===== src/verilog/scm_pkg.sv =====
// constants shared by the safe code sequence monitor
package scm_pkg;
	localparam int SLAVE_COUNT = 31;
	localparam int ADDR_WIDTH = 5;
	localparam int CODE_WIDTH = 4;
	localparam int SEQ_LEN = 8;
	localparam int SEQ_IDX_WIDTH = 3;
	localparam int CIRCUIT_COUNT = 2;
	localparam int CLOCK_MHZ = 250;
	localparam int SHUTDOWN_MS = 40;
	localparam int RESTART_MS = 100;
	// longest time rounds down, least time rounds up; both exact at 250 MHz
	localparam int SHUTDOWN_CYCLES = SHUTDOWN_MS * 1000 * CLOCK_MHZ;
	localparam int RESTART_CYCLES = RESTART_MS * 1000 * CLOCK_MHZ;
	localparam int TIMER_WIDTH = 32;
	// diagnostic word layout
	localparam int DIAG_FAULT_BIT = 0;
	localparam int DIAG_CIRC0_BIT = 1;
	localparam int DIAG_CIRC1_BIT = 2;
	localparam int DIAG_LEARN_BIT = 3;
	typedef enum {
		SCM_LEARN,
		SCM_RUN
	} scm_mode_type;
endpackage : scm_pkg


===== src/verilog/scm_monitor.sv =====
// safe code sequence monitor top: slave checks, shutdown logic, enabling circuits
`timescale 1ns/10ps
module scm_monitor #(
	parameter int SLAVES = scm_pkg::SLAVE_COUNT,
	parameter int CIRCUITS = scm_pkg::CIRCUIT_COUNT,
	parameter int SHUTDOWN_CYCLES = scm_pkg::SHUTDOWN_CYCLES,
	parameter int RESTART_CYCLES = scm_pkg::RESTART_CYCLES
) (
	// clock and reset
	input wire logic clk,
	input wire logic reset,
	// received telegram, one per polled safe slave
	input wire logic telegramValid,
	input wire logic [scm_pkg::ADDR_WIDTH-1:0] telegramAddr,
	input wire logic [scm_pkg::CODE_WIDTH-1:0] telegramCode,
	// configuration
	input wire logic learnRequest,
	input wire logic [SLAVES-1:0] slaveEnable,
	input wire logic [SLAVES-1:0] tripMapCirc0,
	input wire logic [SLAVES-1:0] tripMapCirc1,
	input wire logic [CIRCUITS-1:0] twoChannel,
	// fault reset from a standard slave
	input wire logic faultResetValid,
	input wire logic [scm_pkg::ADDR_WIDTH-1:0] faultResetAddr,
	// enabling circuit outputs, channel one and two
	output logic [CIRCUITS-1:0] enableCh1,
	output logic [CIRCUITS-1:0] enableCh2,
	// diagnostics
	output logic [SLAVES-1:0] slaveFault,
	output logic [3:0] diagWord
);
	scm_pkg::scm_mode_type mode_reg;
	logic learnMode;
	logic [SLAVES-1:0] codeHit;
	logic [SLAVES-1:0] clearHit;
	logic [SLAVES-1:0] learnedAll;
	logic [SLAVES-1:0] faultAll;
	logic [CIRCUITS-1:0] cause;
	logic [CIRCUITS-1:0] closeNow;
	logic [CIRCUITS-1:0] closed_reg;
	logic [scm_pkg::TIMER_WIDTH-1:0] restartCnt_reg [CIRCUITS];
	logic [CIRCUITS-1:0] ch1_reg;
	logic [CIRCUITS-1:0] ch2_reg;
	logic [SLAVES-1:0] fault_reg;
	logic [3:0] diag_reg;

	// address decode shared by telegram and fault-reset paths
	function automatic logic hits(input logic [scm_pkg::ADDR_WIDTH-1:0] addr, input int slot);
		hits = (addr == scm_pkg::ADDR_WIDTH'(slot + 1));
	endfunction

	// a circuit trips when any slave routed to it holds a latched fault
	function automatic logic tripped(input logic [SLAVES-1:0] faults, input logic [SLAVES-1:0] map);
		tripped = |(faults & map);
	endfunction

	// one-hot slot selects; address 0 matches no slot and is dropped here
	always_comb begin
		codeHit = '0;
		clearHit = '0;
		for (int k = 0; k < SLAVES; k++) begin
			codeHit[k] = telegramValid && hits(telegramAddr, k);
			clearHit[k] = faultResetValid && hits(faultResetAddr, k);
		end
	end

	assign learnMode = (mode_reg == scm_pkg::SCM_LEARN);

	// bus slave addresses 1..31 map to slots 0..30
	genvar s;
	generate
		for (s = 0; s < SLAVES; s++) begin : g_slave
			scm_slave_check #(
				.TIMEOUT_CYCLES(SHUTDOWN_CYCLES)
			) u_check (
				.clk(clk),
				.reset(reset),
				.enabled(slaveEnable[s]),
				.learnMode(learnMode),
				.faultClear(clearHit[s]),
				.codeValid(codeHit[s]),
				.codeWord(telegramCode),
				.learned(learnedAll[s]),
				.fault(faultAll[s])
			);
		end
	endgenerate

	// leave learn mode once every enabled slave has a full reference
	always_ff @(posedge clk) begin
		if (reset) begin
			mode_reg <= scm_pkg::SCM_LEARN;
		end else if (learnRequest) begin
			mode_reg <= scm_pkg::SCM_LEARN;
		end else begin
			unique case (mode_reg)
				scm_pkg::SCM_LEARN: begin
					if (((learnedAll & slaveEnable) == slaveEnable) && (slaveEnable != '0)) begin
						mode_reg <= scm_pkg::SCM_RUN;
					end
				end
				scm_pkg::SCM_RUN: begin
					mode_reg <= scm_pkg::SCM_RUN;
				end
			endcase
		end
	end

	// trip map routes each slave fault to its circuits; learn mode holds everything open
	always_comb begin
		cause = '0;
		cause[0] = tripped(faultAll, tripMapCirc0) || learnMode;
		if (CIRCUITS > 1) begin
			cause[CIRCUITS-1] = tripped(faultAll, tripMapCirc1) || learnMode;
		end
	end

	// one closing decision feeds both channels and the diagnostic image; channel two differs only where twoChannel masks it
	assign closeNow = closed_reg & ~cause;

	// restart delay counts only while the cause stays away
	genvar c;
	generate
		for (c = 0; c < CIRCUITS; c++) begin : g_circ
			always_ff @(posedge clk) begin
				if (reset || cause[c]) begin
					restartCnt_reg[c] <= '0;
				end else if (restartCnt_reg[c] < scm_pkg::TIMER_WIDTH'(RESTART_CYCLES)) begin
					restartCnt_reg[c] <= restartCnt_reg[c] + 32'h1;
				end
			end
			always_ff @(posedge clk) begin
				if (reset || cause[c]) begin
					closed_reg[c] <= 1'b0;
				end else if (restartCnt_reg[c] >= scm_pkg::TIMER_WIDTH'(RESTART_CYCLES)) begin
					closed_reg[c] <= 1'b1;
				end
			end
			always_ff @(posedge clk) begin
				if (reset) begin
					ch1_reg[c] <= 1'b0;
				end else begin
					ch1_reg[c] <= closeNow[c];
				end
			end
			// second channel mirrors the first only when configured two-channel
			always_ff @(posedge clk) begin
				if (reset) begin
					ch2_reg[c] <= 1'b0;
				end else begin
					ch2_reg[c] <= closeNow[c] && twoChannel[c];
				end
			end
		end
	endgenerate

	// diagnostic image for the master, informative only
	always_ff @(posedge clk) begin
		if (reset) begin
			fault_reg <= '0;
		end else begin
			fault_reg <= faultAll;
		end
	end

	// circuit bits follow the channel one enable outputs cycle for cycle
	always_ff @(posedge clk) begin
		if (reset) begin
			diag_reg <= 4'h0;
		end else begin
			diag_reg[scm_pkg::DIAG_FAULT_BIT] <= |faultAll;
			diag_reg[scm_pkg::DIAG_CIRC0_BIT] <= closeNow[0];
			diag_reg[scm_pkg::DIAG_CIRC1_BIT] <= closeNow[CIRCUITS-1];
			diag_reg[scm_pkg::DIAG_LEARN_BIT] <= learnMode;
		end
	end

	assign enableCh1 = ch1_reg;
	assign enableCh2 = ch2_reg;
	assign slaveFault = fault_reg;
	assign diagWord = diag_reg;
endmodule : scm_monitor


===== src/verilog/scm_slave_check.sv =====
// per-slave sequence store, learner, comparator and telegram watchdog
`timescale 1ns/10ps
module scm_slave_check #(
	parameter int TIMEOUT_CYCLES = scm_pkg::SHUTDOWN_CYCLES
) (
	// clock and reset
	input wire logic clk,
	input wire logic reset,
	// control
	input wire logic enabled,
	input wire logic learnMode,
	input wire logic faultClear,
	// received telegram for this slave
	input wire logic codeValid,
	input wire logic [scm_pkg::CODE_WIDTH-1:0] codeWord,
	// result
	output logic learned,
	output logic fault
);
	logic [scm_pkg::CODE_WIDTH-1:0] seqMem [scm_pkg::SEQ_LEN];
	logic [scm_pkg::SEQ_IDX_WIDTH-1:0] idx_reg;
	localparam int CNT_WIDTH = scm_pkg::SEQ_IDX_WIDTH + 1;
	logic learned_reg;
	logic [CNT_WIDTH-1:0] learnCnt_reg;
	logic fault_reg;
	logic [scm_pkg::TIMER_WIDTH-1:0] silence_reg;
	logic mismatch;
	logic timeout;

	assign mismatch = codeValid && (seqMem[idx_reg] != codeWord);
	assign timeout = (silence_reg >= scm_pkg::TIMER_WIDTH'(TIMEOUT_CYCLES));
	assign learned = (learnCnt_reg == CNT_WIDTH'(scm_pkg::SEQ_LEN));
	assign fault = fault_reg;

	// reference store written on every telegram while in learn mode
	always_ff @(posedge clk) begin
		if (enabled && learnMode && codeValid) begin
			seqMem[idx_reg] <= codeWord;
		end
	end

	always_ff @(posedge clk) begin
		if (reset || !enabled) begin
			idx_reg <= '0;
		end else if (codeValid) begin
			idx_reg <= idx_reg + 3'h1;
		end
	end

	// fresh count on every entry to learn mode, so a relearn rewrites all eight words
	always_ff @(posedge clk) begin
		if (reset || !enabled || !learnMode) begin
			learnCnt_reg <= '0;
		end else if (codeValid && !learned) begin
			learnCnt_reg <= learnCnt_reg + CNT_WIDTH'(1);
		end
	end

	// run mode needs a complete reference from the latest learn pass
	always_ff @(posedge clk) begin
		if (reset || !enabled) begin
			learned_reg <= 1'b0;
		end else if (learnMode) begin
			learned_reg <= learned;
		end
	end

	// silence counter restarts on each telegram
	always_ff @(posedge clk) begin
		if (reset || !enabled || learnMode || codeValid) begin
			silence_reg <= '0;
		end else if (!timeout) begin
			silence_reg <= silence_reg + 32'h1;
		end
	end

	// fault latches; new fault wins over a clear in the same cycle
	always_ff @(posedge clk) begin
		if (reset) begin
			fault_reg <= 1'b0;
		end else if (enabled && !learnMode && (mismatch || timeout || !learned_reg)) begin
			fault_reg <= 1'b1;
		end else if (faultClear || !enabled || learnMode) begin
			fault_reg <= 1'b0;
		end
	end
endmodule : scm_slave_check

===== config.mk =====
export PLATFORM = sky130hd
export DESIGN_NAME = scm_monitor
export DESIGN_NICKNAME = d
export VERILOG_FILES = /design/src/verilog/scm_pkg.sv /design/src/verilog/scm_monitor.sv /design/src/verilog/scm_slave_check.sv
export SDC_FILE = /design/constraint.sdc
export NUM_CORES = 2
export LEC_CHECK = 0
export BUFFER_PORTS_ARGS = -buffer_cell sky130_fd_sc_hd__buf_2
export CAP_MARGIN = 30
export CORE_UTILIZATION = 60
export CTS_CLUSTER_SIZE = 28
export DETAILED_ROUTE_END_ITERATION = 8
export PLACE_DENSITY = 0.79
export SETUP_SLACK_MARGIN = 0.5
export SLEW_MARGIN = 20
export SYNTH_ARGS = -nofsm -noshare
export SYNTH_HDL_FRONTEND = slang
export SYNTH_HIERARCHICAL = 1
export SYNTH_SLANG_ARGS = --single-unit

===== constraint.sdc =====
create_clock -name clk -period 3.3 [get_ports clk]
set_input_delay 0.33 -clock clk [delete_from_list [all_inputs] [get_ports clk]]
set_output_delay 0.33 -clock clk [all_outputs]
set_load 0.005 [all_outputs]

======== Word level (Yosys, flattened, before mapping) ========
Memory sizes are Yosys's and may differ from the RTL's. A register that Yosys moved wholly into a read port is not among the register bits.
Index checks and enable logic that the tools add are counted.
word-level totals
  flip-flop bits (word level) ............. 1344
  bits in latches ......................... 0
  RAM bits ................................ 1056
  memory bits (read-only) ................. 0
  input bits .............................. 114
  output and inout bits ................... 39
  memories ................................ 32
memories
  name                        words  bits a word  read ports  clocked after Yosys merged registers in  write ports  RTL line               RTL
  restartCnt_reg              2      32           2           0                                        2            scm_monitor.sv:41      logic [scm_pkg::TIMER_WIDTH-1:0] restartCnt_reg [CIRCUITS];
  g_slave[0].u_check.seqMem   8      4            1           1                                        1            scm_slave_check.sv:20  logic [scm_pkg::CODE_WIDTH-1:0] seqMem [scm_pkg::SEQ_LEN];
  g_slave[10].u_check.seqMem  8      4            1           1                                        1            scm_slave_check.sv:20
  g_slave[11].u_check.seqMem  8      4            1           1                                        1            scm_slave_check.sv:20
  g_slave[12].u_check.seqMem  8      4            1           1                                        1            scm_slave_check.sv:20
  g_slave[13].u_check.seqMem  8      4            1           1                                        1            scm_slave_check.sv:20
  26 more memories            -      -            -           -                                        -            -
cells by class
  $add $sub $neg .......................... 95
  $mul .................................... 0
  div/mod/pow operators ................... 0
  $lt $le $gt $ge ......................... 35
  equality and inequality tests ........... 127
  shift operators ......................... 0
  muxes and demuxes ....................... 200
  bitwise operators ....................... 7
  reductions and logical operators ........ 635
operators with widths
  kind                     count
  $add A32 B1 Y32 const B  33
  $ge A32 B24 Y1 const B   31
  $logic_or A1 B1 Y1       252
  $logic_and A1 B1 Y1      251
  $mux W3                  62
  $eq A5 B5 Y1 const B     32
  $mux W1                  134
  $add A4 B1 Y4 const B    31
  $eq A4 B4 Y1 const B     31
  $ne A4 B4 Y1             31
  $mux W32                 3
  $logic_not A1 Y1         94
  $add A3 B1 Y3 const B    31
  $and A31 B31 Y31         3
  $reduce_or A31 Y1        3
  $eq A5 B4 Y1 const B     16
  $ge A32 B25 Y1 const B   2
  $logic_not A32 Y1        2
  $lt A32 B25 Y1 const B   2
  $pmux W32 S2             1
  $reduce_bool A2 Y1       31
  $eq A5 B3 Y1 const B     8
  $eq A32 B1 Y1 const B    1
  $eq A31 B31 Y1           1
  8 further kinds          13

======== Logic depth before layout (Yosys ltp) ========
  depth after elaboration ................. 7
  gate-level depth with buffers ........... 9
  depth with buffers taken out ............ 8

======== Cells and area by module ========
Netlist, hierarchy kept.
modules (own cells, without submodules)
  module                                    times used  cells an instance  area each (µm²)
  scm_slave_check (g_slave[0].u_check ...)  30          282                3253.1
  scm_monitor                               1           592                5525.3
  scm_slave_check (g_slave[21].u_check)     1           282                3362.0

======== Worst setup path before layout ========
OpenSTA, ideal clock, no wires.
  path kind ............................... register -> register
  from .................................... register g_slave[8].u_check.fault_reg
  to ...................................... memory restartCnt_reg[0][0] in the netlist's numbering, enable pin
  arrival time ............................ 2110 ps
  required time ........................... 2815 ps
  path slack .............................. 705 ps
  stages on the path, launching flop included .. 7
  buffers on the path ..................... 1
  cell sequence ........................... dfxtp_1 -> a22o_1 -> a221oi_2 -> nand4_1 -> or4_4 -> buf_6 -> nand2b_1
RTL lines
  element                   RTL line               RTL
  start: declaration        scm_slave_check.sv:25  logic fault_reg;
  start signal: assignment  scm_slave_check.sv:80  fault_reg <= 1'b0;
  start signal: assignment  scm_slave_check.sv:82  fault_reg <= 1'b1;
  start signal: assignment  scm_slave_check.sv:84  fault_reg <= 1'b0;
  end: declaration          scm_monitor.sv:41

==> results.json <==
{
  "post-route-period-util_pct": 88.1,
  "grt_pass1_wl_um": 401000,
  "wl_per_cell_um": 20.9,
  "cts_tree": "built",
  "cts_root_buf": "clkbuf_16",
  "cp_num_buf_inv": 0,
  "worstMarginPinSlew_ps": 1170,
  "ys_seq_elements": 2460,
  "setup_viol": 0,
  "io_buffers": 152,
  "drive_gt1_share_pct": 11.9,
  "synth_edf_count": 1056,
  "synth_top_area_share_pct": 29.8,
  "endpoint_kind": "flop",
  "final_cells": 12243,
  "crit_arrival_ps": 3450,
  "fillers": 12412,
  "yosysSeqAreaShare_pct": 56.2,
  "status": "complete, no violations",
  "drtIter0Drc": 6646,
  "cp_common_cell": "nand2_1",
  "period_minus_slack_ps": 2910,
  "slowest_stage": "dfxtp_1",
  "via_per_inst": 6.07,
  "cp_cell_sequence": "a22oi_1, nand2_1, nor4_2, nand2_1, or2_4",
  "cp_top_family": "simple AND/OR/NAND/NOR gates",
  "regToRegSetupSlack_ps": 390,
  "rows": 154,
  "leakagePower_nw": 40.4,
  "critPathMaxFanout": 32,
  "avgSynthCellArea_sq_um": 11.4,
  "ys_async_sr_fraction_pct": 0,
  "crit_required_ps": 3840,
  "cts.clk_slew.worst_paths_ps": 60,
  "worstSetupPathType": "flop to flop",
  "yosysWarnings": 6,
  "cts_made_buffers": 234,
  "ant_nets": 0,
  "slew_viol_final": 0,
  "clk_latency_ps": 870,
  "antenna_found_initial": 49,
  "grt_pass1_vias": 73142,
  "finalSetupTns_ps": 0,
  "powerDensity_mw_per_mm2": 505,
  "grt_overflow_total": 0,
  "die-height_um": 423,
  "dp.cells": 11694,
  "synth.cell_area_sq_mm": 0.106,
  "grt_max_degree": 60,
  "synthToLayoutAreaGrowth_pct": 11.9,
  "slew_headroom_pct": 22.0,
  "drc_errors": 0,
  "chipWidth_um": 423,
  "yosysUniqueCellTypes": 67,
  "max-vdd-ir-drop_mv": 0.491,
  "hold_violations": 0,
  "yosys-top-cells-area": "edfxtp_1 (30%), dfxtp_1 (26%), mux2i_1 (4.4%), nor2_1 (4.3%), mux4_2 (3.9%)",
  "initial_core_util_pct": 60.5,
  "cap_violations": 0,
  "ys.flop_type": "dfxtp_1",
  "wl_um": 255000,
  "die_area_sq_mm": 0.179,
  "num_vias": 74362,
  "final_nets": 9922,
  "firstDrtPassIters": 6,
  "htreeDepth": 4,
  "start_kind": "flop",
  "synthCells": 9334,
  "rsz0062_at_grt": "yes",
  "coreArea_sq_mm": 0.176,
  "grt_usage_pct": 28.0,
  "hold_path.class": "primary input to flop",
  "io_pins": 153,
  "dp_hpwl_um": 173000,
  "clockBufferDepth": 3,
  "yosys.area.top_type": "edfxtp_1",
  "clock_sinks": 2460,
  "max_stage_delay_ps": 550,
  "fin_skew_ps": 34.0,
  "fmax_ghz": 0.344,
  "gp_congestion": 0.983
}
[cell usage after synthesis, drive strengths merged, types with 65 or more instances]
master	instances
nand3b	65
or3	93
inv	267
nor2	1208
and2	278
ha	159
o31ai	91
xnor2	456
nand4	207
nand3	339
o21ai	95
xor2	241
a41o	122
clkbuf	290
dfxtp	1404
mux4	186
edfxtp	1056
nand2b	194
nor3	271
a21oi	188
nor4	366
and3	126
buf	70
a31oi	122
mux2i	464
nand2	407
[worst min-delay path: cells and delay by family]
kind,cells,cell delay [ps]
simple gates,3,440
compound gates,2,120
buf+inv,1,80
[metal layers]
| metal | vias up | GRT usage, % | wire length, um |
|---|---|---|---|
| li1 | 34804 | - | - |
| met1 | 36374 | 34.1 | 99200 |
| met2 | 2517 | 45.6 | 122000 |
| met3 | 651 | 4.77 | 16200 |
| met4 | 16 | 18.9 | 18100 |
| met5 | - | 0 | 115 |
[cell usage in the layout (no fill, tap or decap), types with 185 or more instances in the layout]
master	synthesis	final
xnor2_1	456	456
mux2i_1	464	464
inv_1	267	266
nand2_1	407	407
buf_4	2	213
nand2b_1	194	194
xor2_1	241	241
nor3_1	258	246
clkbuf_16	0	240
nand4_1	207	207
dfxtp_1	1404	1402
edfxtp_1	1056	1056
and2_1	278	278
mux4_2	186	186
nand3_1	306	303
nor4_1	330	327
a21oi_1	187	185
nor2_1	1208	1208
[report_power, final]
group	total [mW]	internal, mW	switching (mW)
registers	31.7	31.7	0.0184
logic	0.981	0.280	0.701
clock network	27.4	15.7	11.7
[through the flow]
stage	setup WS (ps)	cell area [sq um]	hold slack (ps)	total power, mW	util, %
after floorplan	705	107000	402	32.6	-
after global placement	123	110000	442	33.2	62.7
after detailed placement	210	110000	444	33.3	62.7
after CTS	516	119000	102	60.5	67.5
after global routing	442	119000	169	61.8	67.6
final	394	119000	183	60.1	67.6
[final cells by class]
cell class	count	area (sq um)	share of cell area, %
Sequential cell	2460	59800	50.2
Multi-Input combinational cell	6261	44200	37.1
Clock buffer	299	6430	5.40
Timing Repair Buffer	425	3120	2.62
Tap cell	2340	2930	2.46
Clock inverter	151	1560	1.31
Inverter	267	1010	0.848
Antenna cell	40	100	0.0840
[path summary, 6_finish.rpt]
kind | start | endpoint | cells after the start
setup / recovery | g_slave[25].u_check/fault$_SDFFE_PP0P_ | restartCnt_reg[1][1]$_SDFFCE_PN0P_ | 5
hold / removal | tripMapCirc1[17] | closed_reg[1]$_SDFFE_PP0P_ | 6
setup reg to reg | g_slave[25].u_check/fault$_SDFFE_PP0P_ | restartCnt_reg[1][1]$_SDFFCE_PN0P_ | 5
hold reg to reg | g_slave[7].u_check/silence_reg[28]$_SDFFE_PP0N_ | g_slave[7].u_check/silence_reg[28]$_SDFFE_PP0N_ | 1
[cells by family (layout without fill, tap and decap cells)]
kind of cell / count (synthesis) / after routing / synth area share (%)
compound gates: 861 / 861 / 5.94
xor+xnor: 697 / 697 / 5.73
fa+ha+maj: 159 / 159 / 1.87
buf+inv: 627 / 1142 / 2.50
flops: 2460 / 2460 / 56.2
mux: 650 / 650 / 8.30
other cells: 1 / 54 / 0.00352
simple gates: 3879 / 3880 / 19.5
[repair_timing]
item | CTS | global route
endpoints found under the hold margin | 322 | 0
gates cloned | 0 | 1
buffers inserted | 0 | 5
gates resized for setup | 3 | 5
setup endpoints to repair | 64 | 65
pin swaps | 1 | 4
hold buffers | 39 | 0
No activity file was read; power rests on OpenSTA's default activity.
